**src/cis_defines.svh**
```systemverilog
// Purpose: Constants of the interrupt sequencer: register map, field positions, reset values, vector.
// Assumes: One system clock; the core marks each instruction cycle with a one-clock tick.
// Notes:   Included by bare name; definitions only.
//
// Overview of operation
// - Reset leaves the global enable clear so no redirection can happen until software sets it.
// - A source redirects only while the global enable and its own enable are both set.
// - Sources enabled from the two peripheral enable registers also need the peripheral-group enable.
// - Every event sets its flag whatever the state of any enable bit.
// - Accepting an interrupt flushes the prefetch, clears the global enable, pushes the PC, loads 0004h.
// - Accepting an interrupt copies the core context into the shadow registers.
// - With the global enable clear an event still sets its flag but causes no redirection.
// - The return-from-interrupt op pops the PC, restores the shadow context and sets the global enable.
// - A flagged, enabled event held off by a clear global enable is taken as soon as it is set again.
// - A synchronous source reaches the vector three or four instruction cycles after its event.
// - An asynchronous source reaches the vector three to five instruction cycles after its event.
// - The shadow copy holds W, status minus timeout and powerdown bits, bank select, file selects, PC latch.
// - Core-side edits to shadowed registers are lost on return; edits to the shadow copies survive.
`ifndef CIS_DEFINES_SVH
`define CIS_DEFINES_SVH

// ---------------------------------------------------------------
// Register map (word index on the plain register port)
// ---------------------------------------------------------------
`define CIS_AW            8
`define CIS_ADDR_CTRL     8'h00
`define CIS_ADDR_PFLAG_A  8'h01
`define CIS_ADDR_PFLAG_B  8'h02
`define CIS_ADDR_PEN_A    8'h03
`define CIS_ADDR_PEN_B    8'h04
`define CIS_ADDR_SHD_LO   8'h05
`define CIS_ADDR_SHD_HI   8'h0c

// ---------------------------------------------------------------
// Control register fields
// ---------------------------------------------------------------
`define CIS_BIT_GIE       7
`define CIS_BIT_PERIPH_GROUP_IRQ_ENABLE      6
`define CIS_CEN_HI        5
`define CIS_CEN_LO        3
`define CIS_CFLG_HI       2
`define CIS_CFLG_LO       0
`define CIS_NCORE         3
`define CIS_NPER          16
`define CIS_NFLAG         19
`define CIS_RST_BYTE      8'h00

// ---------------------------------------------------------------
// Core interface constants
// ---------------------------------------------------------------
`define CIS_PCW           15
`define CIS_VECTOR        15'h0004
`define CIS_STAT_KEEP     8'h18
`define CIS_NSHD          8
`define CIS_NOP_TICKS     2'h2

`endif

```
**src/cis_pkg.sv**
```systemverilog
// Purpose: Types shared by the interrupt sequencer modules.
// Assumes: cis_defines.svh gives the widths.
// Notes:   Context struct is ordered so byte 0 is W and byte 7 is the PC latch.
`include "cis_defines.svh"
package cis_pkg;

  // ---------------------------------------------------------------
  // Core context and register port
  // ---------------------------------------------------------------
  typedef struct packed {
    logic [7:0]  pc_latch_high;
    logic [15:0] file_select_reg1;
    logic [15:0] file_select_reg0;
    logic [7:0]  bank_select_reg;
    logic [7:0]  status;
    logic [7:0]  w;
  } cis_ctx_s;

  typedef struct packed {
    logic [`CIS_AW-1:0] addr;
    logic [7:0]         wdata;
    logic               wr;
    logic               rd;
  } cis_bus_s;

  // Redirection sequence, one-hot
  typedef enum logic [3:0] {
    ST_IDLE  = 4'h1,
    ST_FLUSH = 4'h2,
    ST_NOP   = 4'h4,
    ST_VEC   = 4'h8
  } cis_state_e;

endpackage

```
**src/cis_sequencer.sv**
```systemverilog
// Purpose: Interrupt sequencer of the 8-bit core: flags, enables, redirection and return.
// Assumes: Core gives a one-clock tick in the last clock of each instruction cycle and marks its last cycle.
// Notes:   Pin events cross in through two flip-flops and cost up to one extra instruction cycle.
`timescale 1ns/1ps
`include "cis_defines.svh"
module cis_sequencer (
  input  wire logic                   i_sys_clk,
  input  wire logic                   i_rst_n,
  // Register port
  input  cis_pkg::cis_bus_s           i_bus,
  output logic      [7:0]             o_rdata,
  // Event sources
  input  wire logic                   i_tmr_evt,
  input  wire logic                   i_ext_pin,
  input  wire logic                   i_chg_pin,
  input  wire logic [`CIS_NPER-1:0]   i_periph_evt,
  // Core handshake
  input  wire logic                   i_icyc_tick,
  input  wire logic                   i_insn_last,
  input  wire logic                   i_return_from_irq_op,
  input  wire logic [`CIS_PCW-1:0]    i_program_counter,
  input  cis_pkg::cis_ctx_s           i_core_ctx,
  output logic                        o_flush,
  output logic                        o_force_nop,
  output logic                        o_push,
  output logic      [`CIS_PCW-1:0]    o_push_pc,
  output logic                        o_pop,
  output logic                        o_load_vec,
  output logic      [`CIS_PCW-1:0]    o_vec_pc,
  output logic                        o_ctx_restore,
  output cis_pkg::cis_ctx_s           o_ctx,
  output logic                        o_irq
);
  import cis_pkg::*;

  // ---------------------------------------------------------------
  // Declarations
  // ---------------------------------------------------------------
  logic                      global_irq_enable_r;
  logic                      periph_group_irq_enable_r;
  logic [`CIS_NCORE-1:0]     core_en_r;
  logic [7:0]                periph_enable_reg_a_r;
  logic [7:0]                periph_enable_reg_b_r;
  logic [1:0]                pin_s1_r;
  logic [1:0]                pin_s2_r;
  logic [1:0]                pin_s3_r;
  logic [`CIS_NFLAG-1:0]     flag_set;
  logic [`CIS_NFLAG-1:0]     flag_clr;
  logic [`CIS_NFLAG-1:0]     flags;
  logic [`CIS_NCORE-1:0]     core_flags;
  logic [`CIS_NPER-1:0]      per_flags;
  logic                      core_pend;
  logic                      per_pend;
  logic                      take;
  logic                      accept;
  cis_state_e                state_r;
  cis_state_e                state_nxt;
  logic [1:0]                nop_cnt_r;
  logic                      shd_wr;
  logic [7:0]                shd_rbyte;
  logic [7:0]                rdata_nxt;

  // Address decode shared by the write and read paths
  function automatic logic hit(input logic [`CIS_AW-1:0] a, input logic [`CIS_AW-1:0] r);
    hit = (a == r);
  endfunction

  function automatic logic in_shadow(input logic [`CIS_AW-1:0] a);
    in_shadow = (a >= `CIS_ADDR_SHD_LO) && (a <= `CIS_ADDR_SHD_HI);
  endfunction

  // ---------------------------------------------------------------
  // Pin synchronisers and edge detect
  // ---------------------------------------------------------------
  // Third stage only feeds the edge detect, first stage only the second
  always_ff @(posedge i_sys_clk) begin
    if (!i_rst_n) begin
      pin_s1_r <= 2'h0;
      pin_s2_r <= 2'h0;
      pin_s3_r <= 2'h0;
    end else begin
      pin_s1_r <= {i_ext_pin, i_chg_pin};
      pin_s2_r <= pin_s1_r;
      pin_s3_r <= pin_s2_r;
    end
  end

  // ---------------------------------------------------------------
  // Flags: order is {peripheral b, peripheral a, timer, ext pin, change pin}
  // ---------------------------------------------------------------
  // Events set flags regardless of any enable
  assign flag_set = {i_periph_evt, i_tmr_evt, pin_s2_r & ~pin_s3_r};
  // Write one to clear, per register
  always_comb begin
    flag_clr = '0;
    if (i_bus.wr && hit(i_bus.addr, `CIS_ADDR_CTRL)) begin
      flag_clr[`CIS_NCORE-1:0] = i_bus.wdata[`CIS_CFLG_HI:`CIS_CFLG_LO];
    end
    if (i_bus.wr && hit(i_bus.addr, `CIS_ADDR_PFLAG_A)) begin
      flag_clr[`CIS_NCORE +: 8] = i_bus.wdata;
    end
    if (i_bus.wr && hit(i_bus.addr, `CIS_ADDR_PFLAG_B)) begin
      flag_clr[`CIS_NCORE+8 +: 8] = i_bus.wdata;
    end
  end

  cis_flag_bank #(
    .WIDTH (`CIS_NFLAG)
  ) u_flags (
    .i_sys_clk (i_sys_clk),
    .i_rst_n   (i_rst_n),
    .i_set     (flag_set),
    .i_clr     (flag_clr),
    .o_flag    (flags)
  );

  assign core_flags = flags[`CIS_NCORE-1:0];
  assign per_flags  = flags[`CIS_NFLAG-1:`CIS_NCORE];

  // ---------------------------------------------------------------
  // Enable gating
  // ---------------------------------------------------------------
  // Peripheral sources need the group enable on top of their own
  assign core_pend = |(core_flags & core_en_r);
  assign per_pend  = periph_group_irq_enable_r &
                     (|(per_flags & {periph_enable_reg_b_r, periph_enable_reg_a_r}));
  assign take      = global_irq_enable_r & (core_pend | per_pend);
  // Taken only at an instruction boundary so multi-cycle ops finish first
  assign accept    = (state_r == ST_IDLE) & i_icyc_tick & i_insn_last & take;
  assign o_irq     = core_pend | per_pend;

  // ---------------------------------------------------------------
  // Global enable
  // ---------------------------------------------------------------
  // Entry clear beats return set, which beats a software write
  always_ff @(posedge i_sys_clk) begin
    if (!i_rst_n) begin
      global_irq_enable_r <= 1'b0;
    end else if (accept) begin
      global_irq_enable_r <= 1'b0;
    end else if (i_return_from_irq_op) begin
      global_irq_enable_r <= 1'b1;
    end else if (i_bus.wr && hit(i_bus.addr, `CIS_ADDR_CTRL)) begin
      global_irq_enable_r <= i_bus.wdata[`CIS_BIT_GIE];
    end
  end

  // ---------------------------------------------------------------
  // Enable registers
  // ---------------------------------------------------------------
  // Software-owned enables; all clear at reset
  always_ff @(posedge i_sys_clk) begin
    if (!i_rst_n) begin
      periph_group_irq_enable_r <= 1'b0;
      core_en_r                 <= '0;
      periph_enable_reg_a_r     <= `CIS_RST_BYTE;
      periph_enable_reg_b_r     <= `CIS_RST_BYTE;
    end else if (i_bus.wr) begin
      if (hit(i_bus.addr, `CIS_ADDR_CTRL)) begin
        periph_group_irq_enable_r <= i_bus.wdata[`CIS_BIT_PERIPH_GROUP_IRQ_ENABLE];
        core_en_r                 <= i_bus.wdata[`CIS_CEN_HI:`CIS_CEN_LO];
      end
      if (hit(i_bus.addr, `CIS_ADDR_PEN_A)) begin
        periph_enable_reg_a_r <= i_bus.wdata;
      end
      if (hit(i_bus.addr, `CIS_ADDR_PEN_B)) begin
        periph_enable_reg_b_r <= i_bus.wdata;
      end
    end
  end

  // ---------------------------------------------------------------
  // Redirection sequence
  // ---------------------------------------------------------------
  // Accept cycle, two forced no-op cycles, then the vector fetch
  always_comb begin
    state_nxt = state_r;
    case (state_r)
      ST_IDLE: begin
        if (accept) begin
          state_nxt = ST_FLUSH;
        end
      end
      ST_FLUSH: begin
        state_nxt = ST_NOP;
      end
      ST_NOP: begin
        // Leave on the second no-op tick so the vector load follows the two no-op cycles
        if (i_icyc_tick && ((nop_cnt_r + 2'h1) == `CIS_NOP_TICKS)) begin
          state_nxt = ST_VEC;
        end
      end
      ST_VEC: begin
        state_nxt = ST_IDLE;
      end
      default: begin
        state_nxt = ST_IDLE;
      end
    endcase
  end

  // State register
  always_ff @(posedge i_sys_clk) begin
    if (!i_rst_n) begin
      state_r <= ST_IDLE;
    end else begin
      state_r <= state_nxt;
    end
  end

  // Counts instruction-cycle ticks spent as no-ops
  always_ff @(posedge i_sys_clk) begin
    if (!i_rst_n) begin
      nop_cnt_r <= 2'h0;
    end else if (state_r == ST_FLUSH) begin
      nop_cnt_r <= 2'h0;
    end else if ((state_r == ST_NOP) && i_icyc_tick) begin
      nop_cnt_r <= nop_cnt_r + 2'h1;
    end
  end

  // ---------------------------------------------------------------
  // Core-facing strobes
  // ---------------------------------------------------------------
  // Save lands at the accept edge; flush and push follow one clock later
  assign o_flush       = (state_r == ST_FLUSH);
  assign o_push        = (state_r == ST_FLUSH);
  assign o_force_nop   = (state_r == ST_FLUSH) | (state_r == ST_NOP);
  assign o_load_vec    = (state_r == ST_VEC);
  assign o_pop         = i_return_from_irq_op;
  assign o_ctx_restore = i_return_from_irq_op;

  // Data outputs held in flip-flops
  always_ff @(posedge i_sys_clk) begin
    if (!i_rst_n) begin
      o_push_pc <= '0;
      o_vec_pc  <= '0;
    end else begin
      if (accept) begin
        o_push_pc <= i_program_counter;
      end
      o_vec_pc <= `CIS_VECTOR;
    end
  end

  // ---------------------------------------------------------------
  // Shadow context
  // ---------------------------------------------------------------
  assign shd_wr = i_bus.wr && in_shadow(i_bus.addr);

  cis_ctx_shadow u_shadow (
    .i_sys_clk (i_sys_clk),
    .i_rst_n   (i_rst_n),
    .i_save    (accept),
    .i_live    (i_core_ctx),
    .i_wr      (shd_wr),
    .i_idx     (3'(i_bus.addr - `CIS_ADDR_SHD_LO)),
    .i_wdata   (i_bus.wdata),
    .o_rbyte   (shd_rbyte),
    .o_restore (o_ctx)
  );

  // ---------------------------------------------------------------
  // Read path: data one cycle after the strobe, zero elsewhere
  // ---------------------------------------------------------------
  always_comb begin
    rdata_nxt = 8'h00;
    if (hit(i_bus.addr, `CIS_ADDR_CTRL)) begin
      rdata_nxt = {global_irq_enable_r, periph_group_irq_enable_r, core_en_r, core_flags};
    end else if (hit(i_bus.addr, `CIS_ADDR_PFLAG_A)) begin
      rdata_nxt = per_flags[7:0];
    end else if (hit(i_bus.addr, `CIS_ADDR_PFLAG_B)) begin
      rdata_nxt = per_flags[15:8];
    end else if (hit(i_bus.addr, `CIS_ADDR_PEN_A)) begin
      rdata_nxt = periph_enable_reg_a_r;
    end else if (hit(i_bus.addr, `CIS_ADDR_PEN_B)) begin
      rdata_nxt = periph_enable_reg_b_r;
    end else if (in_shadow(i_bus.addr)) begin
      rdata_nxt = shd_rbyte;
    end
  end

  // Data stand only in the cycle after the read strobe
  always_ff @(posedge i_sys_clk) begin
    if (!i_rst_n) begin
      o_rdata <= 8'h00;
    end else if (i_bus.rd) begin
      o_rdata <= rdata_nxt;
    end else begin
      o_rdata <= 8'h00;
    end
  end

  // Helper: instruction-cycle ticks from the accept to the vector load
  logic [2:0] tick_cnt_r;
  always_ff @(posedge i_sys_clk) begin
    if (!i_rst_n) begin
      tick_cnt_r <= 3'h0;
    end else if (accept) begin
      tick_cnt_r <= 3'h1;
    end else if ((state_r != ST_IDLE) && i_icyc_tick) begin
      tick_cnt_r <= tick_cnt_r + 3'h1;
    end
  end
endmodule

```
**src/cis_flag_bank.sv**
```systemverilog
// Purpose: Sticky event flags, set by hardware, cleared by writing ones.
// Assumes: Set and clear arrive on the system clock.
// Notes:   A set in the same cycle as its clear wins, so no event is lost.
`timescale 1ns/1ps
`include "cis_defines.svh"
module cis_flag_bank #(
  parameter int WIDTH = `CIS_NFLAG
) (
  input  wire logic             i_sys_clk,
  input  wire logic             i_rst_n,
  input  wire logic [WIDTH-1:0] i_set,
  input  wire logic [WIDTH-1:0] i_clr,
  output logic      [WIDTH-1:0] o_flag
);
  import cis_pkg::*;

  // ---------------------------------------------------------------
  // One flip-flop per flag
  // ---------------------------------------------------------------
  genvar g;
  generate
    for (g = 0; g < WIDTH; g++) begin : g_flag
      // Set beats clear; flag holds until software clears it
      always_ff @(posedge i_sys_clk) begin
        if (!i_rst_n) begin
          o_flag[g] <= 1'b0;
        end else if (i_set[g]) begin
          o_flag[g] <= 1'b1;
        end else if (i_clr[g]) begin
          o_flag[g] <= 1'b0;
        end
      end
    end
  endgenerate

endmodule

```
**src/cis_ctx_shadow.sv**
```systemverilog
// Purpose: Shadow copy of the core context, saved on entry and restored on return.
// Assumes: Save pulse comes from the sequencer; software may rewrite any shadow byte.
// Notes:   Timeout and powerdown status bits always come from the live status.
`timescale 1ns/1ps
`include "cis_defines.svh"
module cis_ctx_shadow (
  input  wire logic             i_sys_clk,
  input  wire logic             i_rst_n,
  input  wire logic             i_save,
  input  cis_pkg::cis_ctx_s     i_live,
  input  wire logic             i_wr,
  input  wire logic [2:0]       i_idx,
  input  wire logic [7:0]       i_wdata,
  output logic      [7:0]       o_rbyte,
  output cis_pkg::cis_ctx_s     o_restore
);
  import cis_pkg::*;

  logic [7:0] shd_r [`CIS_NSHD];
  logic [`CIS_NSHD*8-1:0] live_flat;
  logic [`CIS_NSHD*8-1:0] shd_flat;

  assign live_flat = i_live;

  // ---------------------------------------------------------------
  // Shadow bytes
  // ---------------------------------------------------------------
  genvar g;
  generate
    for (g = 0; g < `CIS_NSHD; g++) begin : g_shd
      // Hardware save wins over a software write in the same cycle
      always_ff @(posedge i_sys_clk) begin
        if (!i_rst_n) begin
          shd_r[g] <= `CIS_RST_BYTE;
        end else if (i_save) begin
          shd_r[g] <= live_flat[g*8 +: 8];
        end else if (i_wr && (i_idx == 3'(g))) begin
          shd_r[g] <= i_wdata;
        end
      end
      assign shd_flat[g*8 +: 8] = shd_r[g];
    end
  endgenerate

  // Restore value; timeout and powerdown are never rolled back
  always_comb begin
    o_restore        = shd_flat;
    o_restore.status = (shd_r[1] & ~`CIS_STAT_KEEP) | (i_live.status & `CIS_STAT_KEEP);
  end

  assign o_rbyte = shd_r[i_idx];

endmodule

```
**config.mk**
```make
export PLATFORM = sky130hd
export DESIGN_NAME = cis_sequencer
export DESIGN_NICKNAME = d
export VERILOG_FILES = /design/src/cis_pkg.sv /design/src/cis_sequencer.sv /design/src/cis_flag_bank.sv /design/src/cis_ctx_shadow.sv
export VERILOG_INCLUDE_DIRS = /design/src
export SDC_FILE = /design/constraint.sdc
export NUM_CORES = 1
export LEC_CHECK = 0
export ABC_AREA = 1
export BUFFER_PORTS_ARGS = -buffer_cell sky130_fd_sc_hd__clkbuf_2
export CAP_MARGIN = 20
export CORE_UTILIZATION = 40
export CTS_CLUSTER_DIAMETER = 120
export DETAILED_ROUTE_END_ITERATION = 12
export PLACE_DENSITY = 0.65
export SLEW_MARGIN = 15
export SYNTH_ARGS = -nofsm -noshare
export SYNTH_HDL_FRONTEND = slang
export SYNTH_SLANG_ARGS = --single-unit
```
**constraint.sdc**
```tcl
create_clock -name i_sys_clk -period 2.9 [get_ports i_sys_clk]
set_input_delay 0 -clock i_sys_clk [delete_from_list [all_inputs] [get_ports i_sys_clk]]
set_output_delay 0 -clock i_sys_clk [all_outputs]
set_load 0.01 [all_outputs]
```
==> results of run 1 <==
final timing paths:
kind,slack (ps),end,startpoint
hold / removal,8,u_shadow.shd_r[6][3],i_core_ctx[51]
hold reg to reg,410,pin_s2_r[0],pin_s1_r[0]
setup reg to reg,230,u_shadow.shd_r[0][6],periph_enable_reg_b_r[2]
setup / recovery,230,u_shadow.shd_r[0][6],periph_enable_reg_b_r[2]
flip-flops by register name (all words and copies together), names as in the netlist:
register,flops
u_shadow.shd_r,64
u_flags.o_flag,19
o_push_pc,15
o_rdata,8
periph_enable_reg_a_r,8
periph_enable_reg_b_r,8
state_r,4
core_en_r,3
nop_cnt_r,2
pin_s1_r,2
pin_s2_r,2
pin_s3_r,2
global_irq_enable_r,1
o_vec_pc,1
periph_group_irq_enable_r,1
synth_stat cells, types with 2 or more instances:
master / number
nand3_1: 42
a21oi_1: 64
dfxtp_1: 76
o21bai_1: 16
nor3_1: 5
nand2_2: 2
o22ai_1: 2
o21ai_2: 2
o21ai_1: 6
buf_2: 16
nor2_2: 3
nor2_1: 48
edfxtp_1: 64
clkbuf_1: 18
ha_1: 6
inv_1: 133
buf_4: 28
buf_6: 2
a21oi_2: 2
o21ai_0: 77
nor2_4: 4
nor3_4: 4
nand3_2: 4
nand2_1: 319
inv_2: 6
o211ai_1: 2
nand4_1: 3
nor3_2: 3
inv_4: 2
report_power, final:
part / switching, mW / total, mW / internal (mW)
combinational: 0.313 / 0.547 / 0.234
clock: 0.950 / 2.18 / 1.23
sequential: 0.0376 / 2.15 / 2.11
total: 1.30 / 4.88 / 3.58
through the flow:
step,worst slack [ps],std cells
floorplan,867,983
global placement,562,1370
detailed placement,456,1370
CTS,128,1506
global route,3.45,1506
finish,231,1506
layout make-up:
class / count / area [µm²] / share of cell area [%]
repair buffers: 328 / 2200 / 21.9
multi-input cells: 636 / 2980 / 29.7
flip-flops and latches: 140 / 3440 / 34.3
clock inverters: 12 / 111 / 1.11
clock buffers: 20 / 479 / 4.78
inverters: 141 / 537 / 5.35
well taps: 229 / 287 / 2.86
kinds of logic after synthesis:
family	Yosys count	synth area share, %
fa+ha+maj	6	1.03
buf+inv	207	12.8
simple gates	443	26.2
compound gates	173	12.8
flops	140	47.1
other cells	1	0.0513
routing by layer:
metal,global-route usage (%),vias up,wire length (µm)
met3,5.15,39,1830
li1,-,3627,-
met2,41.5,341,10700
met5,0,-,0
met1,34.2,3316,10600
met4,8.91,0,522
timing repair:
action | CTS | global route
resized for setup | 0 | 2
hold buffers | 104 | 0
endpoints found under the hold margin | 100 | 0
setup endpoints to repair | 0 | 7
critical path: stages (launching register included):
cell and delay, ps:
dfxtp_1 370, nand2_1 70, nand2_1 60, nor2_1 40, nand2_1 100, o21ai_1 80
nand2_1 160, nand3_2 340, inv_4 390, buf_12 210, nand2_1 70, nand2_1 70
dlygate4sd3_1 560
==> results.md, run 1 <==
* Outcome: finished clean
* Yosys cell types at 40
* Antenna violations before repair at 1
* Post-synthesis sequential area ratio at 47.1%
* Post-CTS Setup Repair Bufs at 0
* CTS sink cnt at 140
* Lkg Pwr at 5.07 nW
* Ys Warns at 0
* Post-synth EDFFs at 64
* Clk_lat worst skew at 440 ps
* RSZ-0062 raised after global routing: no
* Routed wire length per instance at 15.7 µm
* Synth async-reset ratio at 0%
* Average instance area after synthesis at 7.53 µm²
* Core footprint at 17900 µm²
* Fin Setup TNS at 0 ps
* Setup CP Type: reg -> reg
* Power density over cell area at 487 nW/µm²
* Post-Synthesis Cells at 970
* Slew HR at 47.2%
* Worst setup EP type: register
* N_diodes at 0
* Pins over their slew limit at 0
* Detailed Routing Iterations Pass 1 at 5
* Final number of setup-violating endpoints at 0
* Worst-margin pin slew at 791 ps
* Tmin final at 2670 ps
* Power consumption at 4.88 mW
* First-pass GRT wire length at 35.9 mm
* Final Hold Vio Count at 0
* GRT Total Usage at 25.7%
* #FFs+latches synth at 140
* CTS Buffer Depth at 2
* Hold/Removal Path Class: in -> reg
* Crit path max fanout at 25
* Yosys top cell by area: edfxtp_1
* Clk slew on worst S/H paths at 60 ps
* Number of global-route vias before repair at 6932
* Startpoint types: register
* Final worst path period share at 92.0%
* Ports at 230
* Synth area leaders: edfxtp_1, dfxtp_1, nand2_1
* Syn-to-layout area delta at 37.3%
* Finished Cell Area at 10000 µm²
* Worst reg-to-reg path cell count at 12
* Vias/cell at 4.86
* Largest net degree at the start of global routing at 34
* Peak supply drop at 0.000407 V
* Root buf cell: clkbuf_16
* TritonCTS buffer count at 17
* # nets final at 1391
* Crit path DAT at 2960 ps
* Chip height at 137 µm
* Final wirelength at 23.6 mm
* Die X at 137 µm
* Final RePlAce weighted congestion at 0.887
* Fin util at 56.0%
* H-tree Lvls at 4
* Required time of the critical path at 3190 ps
* Rows at 49
* Remaining DRCs at 0
* Max Clock Freq at 0.375 GHz
* Hold WS at 8.48 ps
* Ys flop type: dfxtp_1
* Port Buffers at 215
* Die ar. at 18800 µm²
* Vias after detailed routing at 7323
* Total grt overflow at 0
* Max Cap Violations at 0
* Commonest non-fill, non-tap cell in the layout: nand2_1
* Detailed Place HPWL at 16.4 mm
* Initial core utilization at 40.8%
* Area after DPL at 8400 µm²
* Most frequent cells in the layout: nand2_1, clkbuf_2, inv_1
* DRT iter0 DRCs at 598
* Synth top area share at 26.3%
* Share of cells above drive strength 1 at 22.8%
* Worst hold path depth at 4
* CTS tree: yes
* Mapped cell area at 7310 µm²
* Antenna viol nets, final at 0
* Fillcell total at 1729
* Worst Skew at 15.7 ps
No activity file was read; power rests on OpenSTA's default activity.
==> run 2, diff against run 1 <==
GPL_TIMING_DRIVEN = 0   (was not set)
==> results.md, run 2 (synthesized netlist as in run 1, its figures left out) <==
* Outcome: finished clean
* Chip height at 137 µm (unchanged)
* Pins over their slew limit at 0 (unchanged)
* Switching power at 1.26 mW (-3.1%)
* Combinational share of power at 12.1% (+0.9 points)
* Top flop regs: u_shadow.shd_r: 64 flops, u_flags.o_flag: 19 flops, o_push_pc: 15 flops
* Post_cts resized at 0 (unchanged)
* Crit path max fanout at 10 (-60%)
* Core footprint at 17900 µm² (unchanged)
* TritonCTS buffer count at 17 (unchanged)
* Slew HR at 35.3% (-12 points)
* Vias/cell at 4.89 (+0.57%)
* Hold WS at 8.90 ps (+0.419 ps)
* Most frequent cells in the layout: nand2_1, clkbuf_2, inv_1
* Fin Setup TNS at 0 ps (unchanged)
* Total grt overflow at 0 (unchanged)
* Worst Skew at 10.1 ps (-5.56 ps)
* Hold Crit Endpoint: u_flags.o_flag[12]
* Ports at 230 (unchanged)
* Remaining DRCs at 0 (unchanged)
* Max Clock Freq at 0.365 GHz (-2.5%)
* Commonest non-fill, non-tap cell in the layout: nand2_1
* Detailed Routing Iterations Pass 1 at 5 (unchanged)
* CTS tree: yes
* Syn-to-layout area delta at 43.7%
* Setup CP Type: reg -> reg
* Post-CTS Setup Repair Bufs at 0 (unchanged)
* Initial core utilization at 40.8% (unchanged)
* Sequential group share of total power at 43.0% (-1.1 points)
* Final worst path period share at 94.4% (+2.4 points)
* Most flops, register: u_shadow.shd_r
* Total placed cells including tap cells at 1427 (+4.2%)
* Antenna viol nets, final at 0 (unchanged)
* Fillcell total at 1667 (-3.6%)
* CTS Buffer Depth at 2 (unchanged)
* CTS sink cnt at 140 (unchanged)
* # nets final at 1461 (+5.0%)
* Tmin final at 2740 ps (+68.5 ps)
* Worst-margin pin slew at 970 ps (+179 ps)
* Hold/Removal Path Class: in -> reg
* N_diodes at 0 (unchanged)
* Rows at 49 (unchanged)
* Crit path DAT at 3030 ps (+70 ps)
* Final non-filler cell total at 1576 (+4.6%)
* Port Buffers at 215 (unchanged)
* Number of global-route vias before repair at 7066 (+1.9%)
* Antenna violations before repair at 0 (-1)
* Routed wire length per instance at 15.6 µm (-0.30%)
* Worst setup EP type: register
* Clock power share at 45.0% (+0.3 points)
* Final wirelength at 24.6 mm (+4.3%)
* Die X at 137 µm (unchanged)
* Hold Startpoint: i_bus[3]
* Root buf cell: clkbuf_16
* DRT iter0 DRCs at 557 (-6.9%)
* Cell Chain, Critical Path: nand2_1 > nand2_1 > nor2_1 > nand2_1 > o21ai_1 > nand2_1 > nand3_2 > inv_2 > buf_2 > nand2_1 > nand2_1 > dlygate4sd3_1
* Power consumption at 5.02 mW (+2.8%)
* Power density over cell area at 478 nW/µm² (-1.8%)
* Lkg Pwr at 5.36 nW (+5.7%)
* Largest stage delay on the critical path at 580 ps (+20 ps)
* Final number of setup-violating endpoints at 0 (unchanged)
* Worst R2R End: u_shadow.shd_r[0][7]
* Most frequent CP cell: nand2_1
* H-tree Lvls at 4 (unchanged)
* Max Cap Violations at 0 (unchanged)
* Flop-to-flop setup slack at 160 ps (-70 ps)
* Share of cells above drive strength 1 at 24.5% (+1.7 points)
* Detailed Place HPWL at 17.8 mm (+8.6%)
* Clk_lat worst skew at 440 ps (about the same)
* P_int at 3.76 mW (+4.9%)
* Required time of the critical path at 3190 ps (about the same)
* Clk slew on worst S/H paths at 70 ps (about the same)
* GRT Total Usage at 26.3% (+0.51 points)
* Final RePlAce weighted congestion at 0.935 (+5.4%)
* Startpoint types: register
* First-pass GRT wire length at 36.3 mm (+1.1%)
* Die ar. at 18800 µm² (unchanged)
* Final Hold Vio Count at 0 (unchanged)
* Worst hold path depth at 4 (unchanged)
* Switching portion of total power at 25.1% (-1.5 points)
* RSZ-0062 raised after global routing: no
* RR Startpoint: u_flags.o_flag[17]
* Worst reg-to-reg path cell count at 12 (unchanged)
* Largest net degree at the start of global routing at 17 (-50%)
* Largest register FFs at 64 (unchanged)
* CP max-delay cell: dlygate4sd3_1
* Peak supply drop at 0.000417 V (+2.5%)
* Vias after detailed routing at 7707 (+5.2%)
* Post-CTS Hold Buffers at 117 (+13%)
run 2: cell types whose count changed in the layout (fill, tap and decap cells not counted), sizes merged:
cell / previous run / this run
clkinv: 2 / 4
clkbuf: 235 / 253
buf: 9 / 48
bufinv: 0 / 2
inv: 150 / 146
dlygate4sd3: 104 / 117
run 2: power by group through the flow:
stage               clock network, mW  logic, mW  registers, mW
floorplan                           0      0.246           2.20
global placement                    0      0.470           2.20
detailed placement                  0      0.475           2.20
CTS                              2.27      0.596           2.15
global route                     2.35      0.658           2.16
finish                           2.26      0.606           2.16
run 2: critical path: cells and delay by family (launching register included):
kind	cells	cell delay [ps]
DFF	1	390
AOI/OAI and AO/OA	1	80
buffers and inverters	3	1200
and+or+nand+nor	8	940
run 2: worst max path at each step:
stage | startpoint | to | cells past startpoint
floorplan | i_bus[10] | u_shadow.shd_r[4][0] | 12
global route | u_flags.o_flag[17] | u_shadow.shd_r[0][7] | 12
global placement | i_bus[10] | u_shadow.shd_r[4][2] | 13
CTS | u_flags.o_flag[17] | u_shadow.shd_r[0][7] | 12
detailed placement | i_bus[10] | u_shadow.shd_r[3][2] | 13
finish | u_flags.o_flag[17] | u_shadow.shd_r[0][7] | 12
run 2: metal layers:
layer	GRT usage (%)	up-vias	wire, µm
met2	42.2	373	11200
met5	0	-	0
met4	8.36	0	451
li1	-	3770	-
met3	5.26	46	2270
met1	35.3	3518	10700
run 2: layout make-up:
| type | instances | area, µm² | area share [%] |
|---|---|---|---|
| Buffer | 66 | 399 | 3.80 |
| Clock buffer | 20 | 478 | 4.55 |
| Clock inverter | 12 | 131 | 1.25 |
| Timing Repair Buffer | 332 | 2250 | 21.4 |
| Tap cell | 229 | 287 | 2.73 |
| Multi-Input combinational cell | 636 | 2980 | 28.4 |
| Inverter | 141 | 534 | 5.09 |
| Sequential cell | 140 | 3440 | 32.8 |
run 2: per-stage QoR:
| step | setup slack [ps] | util [%] | cell area [µm²] |
|---|---|---|---|
| 5_1_grt | 24.7 | 58.6 | 10500 |
| 2_1_floorplan | 867 | - | 7350 |
| 3_5_place_dp | 204 | 48.7 | 8720 |
| 6_report | 162 | 58.6 | 10500 |
| 3_3_place_gp | 216 | 48.7 | 8720 |
| 4_1_cts | 196 | 58.6 | 10500 |
